`src/core/srr_pkg.sv`:
```
// Constants and types for the refresh rate and self-refresh block
package srr_pkg;
    // ========================================================
    // Clock and timing
    localparam int CLK_PERIOD_NS = 8;
    localparam int TRFC1_NS = 350;
    localparam int TRFC2_NS = 260;
    localparam int TRFC4_NS = 160;
    localparam int XS_MARGIN_NS = 10;
    localparam int ABORT_EXIT_NS = TRFC4_NS + XS_MARGIN_NS;
    localparam int TREFI_BASE_NS = 7800;
    localparam int CNT_W = 11;
    // Least times round up, the refresh interval rounds down
    localparam int TRFC1_CYC = (TRFC1_NS + CLK_PERIOD_NS - 1) / CLK_PERIOD_NS;
    localparam int TRFC2_CYC = (TRFC2_NS + CLK_PERIOD_NS - 1) / CLK_PERIOD_NS;
    localparam int TRFC4_CYC = (TRFC4_NS + CLK_PERIOD_NS - 1) / CLK_PERIOD_NS;
    localparam int XS1_CYC =
        (TRFC1_NS + XS_MARGIN_NS + CLK_PERIOD_NS - 1) / CLK_PERIOD_NS;
    localparam int XS2_CYC =
        (TRFC2_NS + XS_MARGIN_NS + CLK_PERIOD_NS - 1) / CLK_PERIOD_NS;
    localparam int XS4_CYC =
        (TRFC4_NS + XS_MARGIN_NS + CLK_PERIOD_NS - 1) / CLK_PERIOD_NS;
    localparam int FAST_EXIT_CYC = XS4_CYC;
    localparam int ABORT_EXIT_CYC =
        (ABORT_EXIT_NS + CLK_PERIOD_NS - 1) / CLK_PERIOD_NS;
    localparam int DLL_LOCK_EXIT_CYC = 1024;
    localparam int TREFI_CYC = TREFI_BASE_NS / CLK_PERIOD_NS;

    // ========================================================
    // Register map
    localparam logic [3:0] ADDR_CTRL = 4'h0;
    localparam logic [3:0] ADDR_STATUS = 4'h4;
    localparam logic [3:0] ADDR_REFCNT = 4'h8;
    localparam logic [5:0] CTRL_RESET = 6'h00;
    localparam int CTRL_MODE_LSB = 0;
    localparam int CTRL_TCR_BIT = 3;
    localparam int CTRL_ABORT_BIT = 4;
    localparam int CTRL_WREF_BIT = 5;
    localparam logic [1:0] RESP_OKAY = 2'h0;
    localparam logic [1:0] RESP_SLVERR = 2'h2;

    // Granularity codes of refresh_granularity_mode
    localparam logic [2:0] MODE_FIX1 = 3'h0;
    localparam logic [2:0] MODE_FIX2 = 3'h1;
    localparam logic [2:0] MODE_FIX4 = 3'h2;
    localparam logic [2:0] MODE_OTF12 = 3'h5;
    localparam logic [2:0] MODE_OTF14 = 3'h6;

    typedef enum logic [1:0] {
        RATE_1X = 2'h0,
        RATE_2X = 2'h1,
        RATE_4X = 2'h2
    } srr_rate_t;

    typedef enum logic [1:0] {
        ST_NORMAL = 2'h0,
        ST_SELF = 2'h1,
        ST_EXIT = 2'h3
    } srr_state_t;
endpackage

```
`src/core/srr_refresh_ctrl.sv`:
```
// Refresh granularity bookkeeping and self-refresh entry/exit logic
`timescale 1ns/1ns

// Summary of operation
// - New rate's timings apply from change
// - Self-refresh entry accepted at any count
// - Entry decoded from command pins, CKE low
// - In self refresh only CKE and CS_n matter
// - Entry kills termination and DLL; exit restores
// - Write reference readiness follows keep-on bit
// - Internal refresh starts at once, then timer
// - Abort bit cuts internal refresh on exit
module srr_refresh_ctrl (
    input wire logic aclk,              // System clock
    input wire logic aresetn,           // Sync reset, active low
    input wire logic [3:0] awaddr,      // Write address
    input wire logic awvalid,           // Write address valid
    output logic awready,               // Write address ready
    input wire logic [31:0] wdata,      // Write data
    input wire logic [3:0] wstrb,       // Write byte enables
    input wire logic wvalid,            // Write data valid
    output logic wready,                // Write data ready
    output logic [1:0] bresp,           // Write response
    output logic bvalid,                // Write response valid
    input wire logic bready,            // Write response ready
    input wire logic [3:0] araddr,      // Read address
    input wire logic arvalid,           // Read address valid
    output logic arready,               // Read address ready
    output logic [31:0] rdata,          // Read data
    output logic [1:0] rresp,           // Read response
    output logic rvalid,                // Read data valid
    input wire logic rready,            // Read data ready
    input wire logic cke,               // Clock enable pin
    input wire logic cs_n,              // Chip select pin
    input wire logic act_n,             // Activate pin
    input wire logic ras_n,             // Row strobe pin
    input wire logic cas_n,             // Column strobe pin
    input wire logic we_n,              // Write enable pin
    input wire logic bg0,               // Bank group 0, OTF rate select
    output logic in_self_refresh,       // Device in self refresh
    output logic odt_enable,            // Termination allowed
    output logic dll_enable,            // DLL running
    output logic dll_reset,             // DLL reset pulse on exit
    output logic write_ref_on,          // Write reference generator on
    output logic ready_no_dll,          // Non-DLL commands allowed
    output logic ready_fast,            // ZQ and limited mode writes ok
    output logic ready_dll,             // DLL commands allowed
    output logic write_ready            // First write allowed
);
    // ========================================================
    // Pin synchronisers
    logic [6:0] pin_in;
    logic [6:0] pin_m_ff;
    logic [6:0] pin_s_ff;
    assign pin_in = {bg0, we_n, cas_n, ras_n, act_n, cs_n, cke};
    genvar gi;
    generate
        for (gi = 0; gi < 7; gi++) begin : g_sync
            // Two stages per pin
            always_ff @(posedge aclk) begin
                if (!aresetn) begin
                    pin_m_ff[gi] <= 1'b0;
                    pin_s_ff[gi] <= 1'b0;
                end else begin
                    pin_m_ff[gi] <= pin_in[gi];
                    pin_s_ff[gi] <= pin_m_ff[gi];
                end
            end
        end
    endgenerate

    // ========================================================
    // Helpers
    localparam int CNT_W = srr_pkg::CNT_W;
    function automatic logic [CNT_W-1:0] trfc_of(input srr_pkg::srr_rate_t r);
        case (r)
            srr_pkg::RATE_2X: trfc_of = CNT_W'(srr_pkg::TRFC2_CYC);
            srr_pkg::RATE_4X: trfc_of = CNT_W'(srr_pkg::TRFC4_CYC);
            default: trfc_of = CNT_W'(srr_pkg::TRFC1_CYC);
        endcase
    endfunction

    function automatic logic [CNT_W-1:0] xs_of(input srr_pkg::srr_rate_t r);
        case (r)
            srr_pkg::RATE_2X: xs_of = CNT_W'(srr_pkg::XS2_CYC);
            srr_pkg::RATE_4X: xs_of = CNT_W'(srr_pkg::XS4_CYC);
            default: xs_of = CNT_W'(srr_pkg::XS1_CYC);
        endcase
    endfunction

    // Sub rate of a granularity code; 1x where none
    function automatic srr_pkg::srr_rate_t sub_of(input logic [2:0] m);
        case (m)
            srr_pkg::MODE_FIX2, srr_pkg::MODE_OTF12: sub_of = srr_pkg::RATE_2X;
            srr_pkg::MODE_FIX4, srr_pkg::MODE_OTF14: sub_of = srr_pkg::RATE_4X;
            default: sub_of = srr_pkg::RATE_1X;
        endcase
    endfunction

    logic cke_s, sel_n;
    logic ref_cmd, sre_cmd, srx_cmd, wr_fire, rd_fire, ctrl_wr;
    logic [5:0] ctrl_ff;
    logic [2:0] mode, new_mode;
    logic otf, any_sub;
    srr_pkg::srr_state_t state_ff;
    srr_pkg::srr_rate_t rate_ff, cmd_rate, new_rate;
    logic [1:0] subcnt_ff;
    logic owed_ff;
    logic [CNT_W-1:0] ext_busy_ff, int_busy_ff, timer_ff, exit_cnt_ff;
    logic [CNT_W-1:0] xs_tgt_ff;
    logic [15:0] refcnt_ff;
    logic dll_reset_ff, wref_keep_ff;

    assign cke_s = pin_s_ff[0];
    assign sel_n = pin_s_ff[1];
    assign mode = ctrl_ff[srr_pkg::CTRL_MODE_LSB +: 3];
    assign new_mode = wdata[srr_pkg::CTRL_MODE_LSB +: 3];
    assign otf = mode[2];

    // ========================================================
    // Command decode: self refresh ignores all but CKE and CS_n
    assign ref_cmd = (state_ff != srr_pkg::ST_SELF) && cke_s && !sel_n &&
        pin_s_ff[2] && !pin_s_ff[3] && !pin_s_ff[4] && pin_s_ff[5];
    assign sre_cmd = (state_ff != srr_pkg::ST_SELF) && !cke_s && !sel_n &&
        pin_s_ff[2] && !pin_s_ff[3] && !pin_s_ff[4] && pin_s_ff[5];
    assign srx_cmd = (state_ff == srr_pkg::ST_SELF) && cke_s && sel_n;
    // OTF refresh picks its rate from bank group 0
    assign cmd_rate = (otf && !pin_s_ff[6]) ? srr_pkg::RATE_1X : sub_of(mode);
    // Same rate across fixed/OTF switch is kept
    assign new_rate = (sub_of(new_mode) == rate_ff) ? rate_ff :
        (new_mode[2] ? srr_pkg::RATE_1X : sub_of(new_mode));
    assign any_sub = (rate_ff != srr_pkg::RATE_1X) || (sub_of(mode) !=
        srr_pkg::RATE_1X);

    // ========================================================
    // AXI4-Lite slave, address and data taken together
    assign wr_fire = awvalid && wvalid && !bvalid;
    assign awready = wr_fire;
    assign wready = wr_fire;
    assign arready = arvalid && !rvalid;
    assign rd_fire = arready;
    assign ctrl_wr = wr_fire && wstrb[0] && (awaddr == srr_pkg::ADDR_CTRL);

    // Write response
    always_ff @(posedge aclk) begin
        if (!aresetn) begin
            bvalid <= 1'b0;
            bresp <= srr_pkg::RESP_OKAY;
        end else if (wr_fire) begin
            bvalid <= 1'b1;
            bresp <= (awaddr == srr_pkg::ADDR_CTRL) ? srr_pkg::RESP_OKAY :
                srr_pkg::RESP_SLVERR;
        end else if (bready) begin
            bvalid <= 1'b0;
        end
    end

    // Read response
    always_ff @(posedge aclk) begin
        if (!aresetn) begin
            rvalid <= 1'b0;
            rdata <= 32'h0000_0000;
            rresp <= srr_pkg::RESP_OKAY;
        end else if (rd_fire) begin
            rvalid <= 1'b1;
            rresp <= srr_pkg::RESP_OKAY;
            case (araddr)
                srr_pkg::ADDR_CTRL: rdata <= {26'h0, ctrl_ff};
                srr_pkg::ADDR_STATUS: rdata <= {16'h0, (ext_busy_ff != '0),
                    dll_enable, odt_enable,
                    ctrl_ff[srr_pkg::CTRL_TCR_BIT] && (mode != 3'h0),
                    rate_ff, subcnt_ff, owed_ff, (int_busy_ff != '0),
                    write_ready, ready_dll, ready_fast, ready_no_dll,
                    (state_ff == srr_pkg::ST_EXIT), in_self_refresh};
                srr_pkg::ADDR_REFCNT: rdata <= {16'h0, refcnt_ff};
                default: begin
                    rdata <= 32'h0000_0000;
                    rresp <= srr_pkg::RESP_SLVERR;
                end
            endcase
        end else if (rready) begin
            rvalid <= 1'b0;
        end
    end

    // Control register
    always_ff @(posedge aclk) begin
        if (!aresetn) begin
            ctrl_ff <= srr_pkg::CTRL_RESET;
        end else if (ctrl_wr) begin
            ctrl_ff <= wdata[5:0];
        end
    end

    // ========================================================
    // Current rate: a mode write or an OTF refresh changes it
    always_ff @(posedge aclk) begin
        if (!aresetn) begin
            rate_ff <= srr_pkg::RATE_1X;
        end else if (ctrl_wr) begin
            rate_ff <= new_rate;
        end else if (ref_cmd) begin
            rate_ff <= cmd_rate;
        end
    end

    // Modulo-four sub-rate count and extra-refresh debt
    always_ff @(posedge aclk) begin
        if (!aresetn) begin
            subcnt_ff <= 2'h0;
            owed_ff <= 1'b0;
        end else if (sre_cmd) begin
            owed_ff <= any_sub && (subcnt_ff != 2'h0);
        end else if (srx_cmd || (ctrl_wr && new_rate != rate_ff)) begin
            subcnt_ff <= 2'h0;
        end else if (ref_cmd) begin
            if (cmd_rate == srr_pkg::RATE_1X) begin
                subcnt_ff <= 2'h0;
                owed_ff <= 1'b0;
            end else begin
                subcnt_ff <= subcnt_ff + 2'h1;
                // Two REF2x or four REF4x settle the debt
                if ((cmd_rate == srr_pkg::RATE_2X && subcnt_ff[0]) ||
                    subcnt_ff == 2'h3) begin
                    owed_ff <= 1'b0;
                end
            end
        end
    end

    // External refresh busy time from the command's own rate
    always_ff @(posedge aclk) begin
        if (!aresetn) begin
            ext_busy_ff <= '0;
        end else if (ref_cmd) begin
            ext_busy_ff <= trfc_of(cmd_rate);
        end else if (ext_busy_ff != '0) begin
            ext_busy_ff <= ext_busy_ff - CNT_W'(1);
        end
    end

    // ========================================================
    // Self-refresh state
    always_ff @(posedge aclk) begin
        if (!aresetn) begin
            state_ff <= srr_pkg::ST_NORMAL;
        end else begin
            case (state_ff)
                srr_pkg::ST_NORMAL: if (sre_cmd) begin
                    state_ff <= srr_pkg::ST_SELF;
                end
                srr_pkg::ST_SELF: if (srx_cmd) begin
                    state_ff <= srr_pkg::ST_EXIT;
                end
                srr_pkg::ST_EXIT: begin
                    if (sre_cmd) begin
                        state_ff <= srr_pkg::ST_SELF;
                    end else if (ready_dll) begin
                        state_ff <= srr_pkg::ST_NORMAL;
                    end
                end
                default: state_ff <= srr_pkg::ST_NORMAL;
            endcase
        end
    end

    // Internal refresh timer and refresh counter
    always_ff @(posedge aclk) begin
        if (!aresetn) begin
            int_busy_ff <= '0;
            timer_ff <= '0;
            refcnt_ff <= 16'h0000;
        end else if (sre_cmd) begin
            int_busy_ff <= trfc_of(srr_pkg::RATE_1X);
            timer_ff <= CNT_W'(srr_pkg::TREFI_CYC);
        end else if (srx_cmd && ctrl_ff[srr_pkg::CTRL_ABORT_BIT]) begin
            int_busy_ff <= '0;
        end else if (state_ff == srr_pkg::ST_SELF && timer_ff == '0) begin
            int_busy_ff <= trfc_of(srr_pkg::RATE_1X);
            timer_ff <= CNT_W'(srr_pkg::TREFI_CYC);
        end else begin
            if (timer_ff != '0) begin
                timer_ff <= timer_ff - CNT_W'(1);
            end
            if (int_busy_ff == CNT_W'(1)) begin
                refcnt_ff <= refcnt_ff + 16'h0001;
            end
            if (int_busy_ff != '0) begin
                int_busy_ff <= int_busy_ff - CNT_W'(1);
            end
        end
    end

    // Exit delay counter; target fixed at the exit edge
    always_ff @(posedge aclk) begin
        if (!aresetn) begin
            exit_cnt_ff <= '0;
            xs_tgt_ff <= '0;
        end else if (srx_cmd) begin
            exit_cnt_ff <= '0;
            xs_tgt_ff <= ctrl_ff[srr_pkg::CTRL_ABORT_BIT] ?
                CNT_W'(srr_pkg::ABORT_EXIT_CYC) : xs_of(rate_ff);
        end else if (state_ff == srr_pkg::ST_EXIT &&
            exit_cnt_ff != CNT_W'(srr_pkg::DLL_LOCK_EXIT_CYC)) begin
            exit_cnt_ff <= exit_cnt_ff + CNT_W'(1);
        end
    end

    // DLL reset pulse and write reference keep bit latched at entry
    always_ff @(posedge aclk) begin
        if (!aresetn) begin
            dll_reset_ff <= 1'b0;
            wref_keep_ff <= 1'b1;
        end else begin
            dll_reset_ff <= srx_cmd;
            if (sre_cmd) begin
                wref_keep_ff <= ctrl_ff[srr_pkg::CTRL_WREF_BIT];
            end
        end
    end

    // ========================================================
    // Outputs
    assign in_self_refresh = (state_ff == srr_pkg::ST_SELF);
    assign odt_enable = !in_self_refresh;
    assign dll_enable = !in_self_refresh;
    assign dll_reset = dll_reset_ff;
    assign write_ref_on = !in_self_refresh || wref_keep_ff;
    assign ready_no_dll = (state_ff == srr_pkg::ST_NORMAL) ||
        (state_ff == srr_pkg::ST_EXIT && exit_cnt_ff >= xs_tgt_ff);
    assign ready_fast = (state_ff == srr_pkg::ST_NORMAL) ||
        (state_ff == srr_pkg::ST_EXIT &&
        exit_cnt_ff >= CNT_W'(srr_pkg::FAST_EXIT_CYC));
    assign ready_dll = (state_ff == srr_pkg::ST_NORMAL) ||
        (state_ff == srr_pkg::ST_EXIT &&
        exit_cnt_ff == CNT_W'(srr_pkg::DLL_LOCK_EXIT_CYC));
    assign write_ready = wref_keep_ff ? ready_no_dll : ready_dll;
endmodule

```
`config.mk`:
```
export PLATFORM = sky130hd
export DESIGN_NAME = srr_refresh_ctrl
export DESIGN_NICKNAME = d
export VERILOG_FILES = /design/src/core/srr_pkg.sv /design/src/core/srr_refresh_ctrl.sv
export SDC_FILE = /design/constraint.sdc
export NUM_CORES = 1
export LEC_CHECK = 0
export ABC_AREA = 1
export BUFFER_PORTS_ARGS = -buffer_cell sky130_fd_sc_hd__buf_4
export CAP_MARGIN = 20
export CORE_MARGIN = 8
export CORE_UTILIZATION = 51
export CTS_CLUSTER_DIAMETER = 120
export DETAILED_ROUTE_END_ITERATION = 7
export GPL_TIMING_DRIVEN = 0
export HOLD_SLACK_MARGIN = 0.03
export PLACE_DENSITY = 0.82
export SYNTH_ARGS = -nofsm -noshare
export SYNTH_HDL_FRONTEND = slang
export SYNTH_SLANG_ARGS = --single-unit
```
`constraint.sdc`:
```
create_clock -name aclk -period 1.55 [get_ports aclk]
set_input_delay 0.0775 -clock aclk [delete_from_list [all_inputs] [get_ports aclk]]
set_output_delay 0.0775 -clock aclk [all_outputs]
set_load 0.1 [all_outputs]
```
After elaboration in Yosys (flattened, before gate mapping)
Cells that the tools add are included.

word-level totals
  input port bits = 58
  flip-flop bits (word level) = 138
  memories kept = 0
  ROM bits = 0
  word-level logic and storage cells = 196
  memory bits (writable) = 0
  bits in latches = 0

cells by class
  reduce and logical (&&, ||, !) cells = 81
  multiply operators = 0
  add/sub/neg operators = 6
  equal/unequal tests = 28
  shift operators = 0
  bitwise gates (word level) = 4
  divide/modulo/power cells = 0
  magnitude comparators = 2
  muxes and demuxes = 41

operators by type and width
  cell                                                                count
  2-to-1 mux 11 bit                                                   5
  one-hot mux 16 bit (3 select lines)                                 1
  nonzero test 11 bit                                                 3
  subtractor 11 x 1 -> 11 bit, second input constant                  3
  logical AND 1 bit                                                   30
  2-to-1 mux 2 bit                                                    14
  2-to-1 mux 6 bit                                                    4
  one-hot mux 6 bit (2 select lines)                                  2
  2-to-1 mux 10 bit                                                   2
  nonzero test 2 bit                                                  10
  adder 16 x 1 -> 16 bit, second input constant                       1
  == test 3 bit, second input constant                                4
  OR reduction 2 bit                                                  6
  adder 11 x 1 -> 11 bit, second input constant                       1
  == test 11 x 1 -> 1 bit, second input constant                      1
  == test 11 bit, second input constant                               1
  greater-or-equal comparator 11 bit                                  1
  greater-or-equal comparator 11 x 5 -> 1 bit, second input constant  1
  zero test 11 bit                                                    1
  inequality test 11 bit, second input constant                       1
  2-to-1 mux 1 bit                                                    10
  nonzero test 3 bit                                                  3
  == test 2 bit, second input constant                                4
  zero test 1 bit                                                     8
  23 further kinds                                                    45

Depth between registers and ports, before layout
  depth after elaboration = 12
  mapped depth = 15
  depth with buffers taken out = 14

Least setup slack after synthesis
Ideal clock, no wire load.

  path type = flip-flop to flip-flop
  start = register bvalid
  end = register subcnt_ff[0]
  clock period less this slack = 3.182 ns
  library setup time = 0.113 ns
  arrival time = 3.069 ns
  slack = -1.632 ns
  path buffers = 0
  cell stages (with the launch flop) = 11
  path through = dfxtp_1 nor2_1 inv_1 nor2_1 nand2_1 inv_1 nand2_1 nand3_1 nand2_1 nor2_1 nor2_1

on the way
  cells in the longest elaborated chain, start to end = 8

RTL lines
  element                               line                     RTL
  start: declaration                    srr_refresh_ctrl.sv:24   output logic bvalid,
  start signal: assignment              srr_refresh_ctrl.sv:147  bvalid <= 1'b0;
  start signal: assignment              srr_refresh_ctrl.sv:150  bvalid <= 1'b1;
  start signal: assignment              srr_refresh_ctrl.sv:154  bvalid <= 1'b0;
  zero test 1 bit (*)                   srr_refresh_ctrl.sv:137  assign wr_fire = awvalid && wvalid && !bvalid;
  logical AND 1 bit (*)                 srr_refresh_ctrl.sv:137
  net awready                           srr_refresh_ctrl.sv:18   output logic awready,
  logical AND 1 bit (*) (2 in series)   srr_refresh_ctrl.sv:142  assign ctrl_wr = wr_fire && wstrb[0] && (awaddr == srr_pkg::ADDR_CTRL);
  logical AND 1 bit (*)                 srr_refresh_ctrl.sv:214  end else if (srx_cmd || (ctrl_wr && new_rate != rate_ff)) begin
  logical OR 1 bit (*)                  srr_refresh_ctrl.sv:214
  nonzero test 2 bit (no source line)   n/a
  AND reduction 2 bit (no source line)  n/a
  end signal: assignment                srr_refresh_ctrl.sv:221  subcnt_ff <= subcnt_ff + 2'h1;
  end: declaration                      srr_refresh_ctrl.sv:107  logic [1:0] subcnt_ff;

The timed path passes the listed nets; every way through them passes the cells marked *.
A chain may end at the register's enable or synchronous reset.

Final worst setup path
  start = register xs_tgt_ff[4]
  end = output port write_ready

on the way
  cells in the longest elaborated chain, start to end = 4

RTL lines
  element                             line                     RTL
  start: declaration                  srr_refresh_ctrl.sv:110  logic [CNT_W-1:0] xs_tgt_ff;
  start signal: assignment            srr_refresh_ctrl.sv:301  xs_tgt_ff <= ctrl_ff[srr_pkg::CTRL_ABORT_BIT] ?
  greater-or-equal comparator 11 bit  srr_refresh_ctrl.sv:330  (state_ff == srr_pkg::ST_EXIT && exit_cnt_ff >= xs_tgt_ff);
  logical AND 1 bit                   srr_refresh_ctrl.sv:330
  logical OR 1 bit                    srr_refresh_ctrl.sv:329  assign ready_no_dll = (state_ff == srr_pkg::ST_NORMAL) ||
  2-to-1 mux 1 bit                    srr_refresh_ctrl.sv:337  assign write_ready = wref_keep_ff ? ready_no_dll : ready_dll;
  end: declaration                    srr_refresh_ctrl.sv:48   output logic write_ready

Every way passes these cells.

==> impl_metrics.env <==
export IMPL_status="complete, but fails checks"
export IMPL_failed_checks="negative setup slack"
export IMPL_num_rows=40
export IMPL_syn_avg_cell_area_um2=7.02
export IMPL_first_pass_iters=6
export IMPL_final_cells=1215
export IMPL_min_period_ns=2.14
export IMPL_pwr_share_clk=0.284
export IMPL_antenna_found_initial=0
export IMPL_synth_area_mux_share=0
export IMPL_hold_class="input port to flip-flop"
export IMPL_port_buffers=59
export IMPL_synth_edf_count=0
export IMPL_placed_cells=1094
export IMPL_yosysSeqAreaShare=0.373
export IMPL_core_um2=11900
export IMPL_fin_ws_ns=-0.585
export IMPL_fillers=670
export IMPL_fin_nets=1140
export IMPL_diodes=0
export IMPL_p_sw_mw=5.49
export IMPL_synth_warnings=0
export IMPL_cp_slowest_cell="dfxtp_2"
export IMPL_cts_root_buffer="clkbuf_16"
export IMPL_seq_area_um2=2330
export IMPL_synth_compound_area_share=0.140
export IMPL_worstSetupPathType="flip-flop to primary output"
export IMPL_clkTransAtPathRegs_ns=0.05
export IMPL_arrival_ns=2.06
export IMPL_tns_ns=-11.79
export IMPL_die_area_um2=15800
export IMPL_first_global_vias=6407
export IMPL_routedWlPerCell_um=18.6
export IMPL_cts_buffers=17
export IMPL_ys_top_cells_by_area="dfxtp_1 (37%), nand2_1 (12%), inv_1 (6.9%)"
export IMPL_insertion_delay_ns=0.43
export IMPL_h_tree_depth=4
export IMPL_overflow=0
export IMPL_power_frac_seq=0.269
export IMPL_netlist_area_um2=6120
export IMPL_synth_top_area_frac=0.373
export IMPL_final_hold_violation_count=0
export IMPL_slowest_delay_ns=0.32
export IMPL_fin_total_pwr_mw=13.9
export IMPL_io_pins=108
export IMPL_worstPathMaxFanout=3
export IMPL_cts_sinks=114
export IMPL_finalMaxSlewViolations=0
export IMPL_place_hpwl_um=11500
export IMPL_postSynthCellCount=871
export IMPL_synthXorXnorAreaFrac=0.0215
export IMPL_rrSetupSlack_ns=-0.53
export IMPL_antenna_left=0
export IMPL_post_synth_top_count_cell="nand2_1"
export IMPL_synth_top_family_by_area="simple AND/OR/NAND/NOR gates"
export IMPL_chipWidth_um=126
export IMPL_setup_viol_count_final=73
export IMPL_via_per_inst=5.76
export IMPL_p_comb_frac=0.447
export IMPL_finish_utilization=0.791
export IMPL_gp_congestion=0.915
export IMPL_tightest_slew_ns=0.819
export IMPL_clock_skew_ns=0.0142
export IMPL_async_flop_share=0
export IMPL_drc_errors=0
export IMPL_grt_use_total=0.239
export IMPL_leakage_nw=4.04
export IMPL_clock_path_buffers=2
export IMPL_synth_flop_cell="dfxtp_1"
export IMPL_routed_via_count=7003
export IMPL_rsz0062_at_grt="yes"
export IMPL_syn_to_final_growth_pct=53.3
export IMPL_sw_frac_of_total=0.394
export IMPL_initial_utilization=0.516
export IMPL_ir_drop_uv=1490
export IMPL_place_area_um2=6940
export IMPL_drive_gt1_frac=0.412
export IMPL_slew_headroom=0.454
export IMPL_p_int_mw=8.43
export IMPL_multiInputGateArea_um2=4150
export IMPL_critPathLaunchType="flip-flop"
export IMPL_endpoint_kind="primary output"
export IMPL_synth_distinct_cells=45
export IMPL_final_period_utilization=1.38
export IMPL_grt_pass1_wl_um=30700
export IMPL_ys_ff_latch=114
export IMPL_wl_um=22600
export IMPL_max_cap_violations=0
export IMPL_fin_area_um2=9380
export IMPL_fp_dieH_um=126
export IMPL_grt_max_degree=17
export IMPL_critPathRequiredTime_ns=1.47
export IMPL_crit_top_cell="nand2_1"
export IMPL_path_cells="inv_2 -> ha_4 -> nand2_2 -> nand2_1 -> nand2_1 -> nand2_1 -> nor2_2 -> nand3_2 -> nand2_4 -> nand3_2 -> and2_4 -> buf_12"
export IMPL_max_freq_mhz=468
export IMPL_synthAdderAreaFrac=0.0552
export IMPL_p_per_area_nw_per_um2=1480
export IMPL_cts_tree="yes"
export IMPL_synth_top_area_cell="dfxtp_1"
export IMPL_synth_simple_gate_area_frac=0.295
export IMPL_synthTopCellsByCount="nand2_1 (189), dfxtp_1 (114), inv_1 (112), nor2_1 (84), a21oi_1 (69)"
export IMPL_first_iter_violations=771
[path summary, 6_finish.rpt]
kind                                                start                     end  depth (start not counted)
worst max-delay path            xs_tgt_ff[4]$_SDFFE_PN0P_             write_ready                         12
worst min-delay path                               wvalid     bvalid$_SDFFE_PN0P_                          5
worst max register to register  xs_tgt_ff[4]$_SDFFE_PN0P_   rdata[5]$_SDFFE_PN0P_                         17
worst min register to register     pin_m_ff[4]$_SDFF_PN0_  pin_s_ff[4]$_SDFF_PN0_                          2
[metrics by stage]
stage               setup slack [ns]  hold slack [ns]
floorplan                     -0.330            0.175
global placement              -0.324            0.260
detailed placement            -0.366            0.262
CTS                           -0.464           0.0570
global route                  -0.685           0.0761
finish                        -0.585           0.0641
[registers in the layout, summed over array words and instances (netlist names), 2 cells and up]
signal,cells
rate_ff,2
ctrl_ff,6
pin_m_ff,7
ext_busy_ff,11
int_busy_ff,11
pin_s_ff,5
exit_cnt_ff,11
refcnt_ff,16
subcnt_ff,2
state_ff,2
rdata,16
xs_tgt_ff,5
timer_ff,11
[kinds of logic after synthesis]
group,Yosys count
AO/OA/AOI/OAI,158
XOR/XNOR,15
adder cells (fa/ha/maj),27
buffers and inverters,160
flip-flops,114
other,1
AND/OR/NAND/NOR,396
[worst max-delay path: cells and delay by family (launching register included)]
family / cells / cell delay, ns
DFF: 1 / 0.32
buffers and inverters: 2 / 0.20
and+or+nand+nor: 9 / 0.88
adders and majority gates: 1 / 0.24
[cell usage in the layout, fill, tap and decap left out, types with 18 or more instances in the layout]
cell type	netlist	layout
inv_1	112	84
nand2_2	5	35
conb_1	1	18
dlygate4sd3_1	0	20
dfxtp_2	0	23
a21oi_1	69	46
nand3_2	6	19
buf_6	2	23
clkbuf_16	0	18
o21ai_0	54	28
nand3_1	45	28
nand2_1	189	144
inv_2	6	27
a21oi_2	0	23
buf_4	21	119
nor2_4	3	21
nor2_1	84	57
dfxtp_1	114	86
[power groups by stage]
stage	clock network, mW	registers [mW]	logic [mW]
4_1_cts	3.93	3.62	4.68
5_1_grt	4.09	3.77	6.55
3_5_place_dp	0	3.66	3.40
2_1_floorplan	0	3.68	2.71
6_report	3.95	3.75	6.22
3_3_place_gp	0	3.65	3.32
[layout make-up]
type | instances | area share
Inverter | 121 | 0.0527
Multi-Input combinational cell | 614 | 0.442
Clock buffer | 23 | 0.0522
Sequential cell | 114 | 0.248
Buffer | 39 | 0.0305
Clock inverter | 9 | 0.0109
Timing Repair Buffer | 148 | 0.143
Tap cell | 147 | 0.0196
[per-layer routing]
metal / GRT usage / routed length [um] / vias up / part of all wire
li1: - / - / 3171 / -
met1: 0.270 / 7980 / 3253 / 0.35
met2: 0.406 / 11300 / 444 / 0.50
met3: 0.0565 / 1980 / 135 / 0.088
met4: 0.141 / 1370 / 0 / 0.060
met5: 0 / 0 / - / 0
[repair_timing]
| item | CTS | global route |
|---|---|---|
| resized for setup | 169 | 151 |
| setup endpoints to repair | 74 | 90 |
| pin swaps | 48 | 67 |
| hold endpoints to repair | 18 | 0 |
| hold buffers | 21 | 0 |
| setup buffers | 42 | 29 |
| gates cloned | 2 | 0 |
Power figures use the tool's default switching activity.
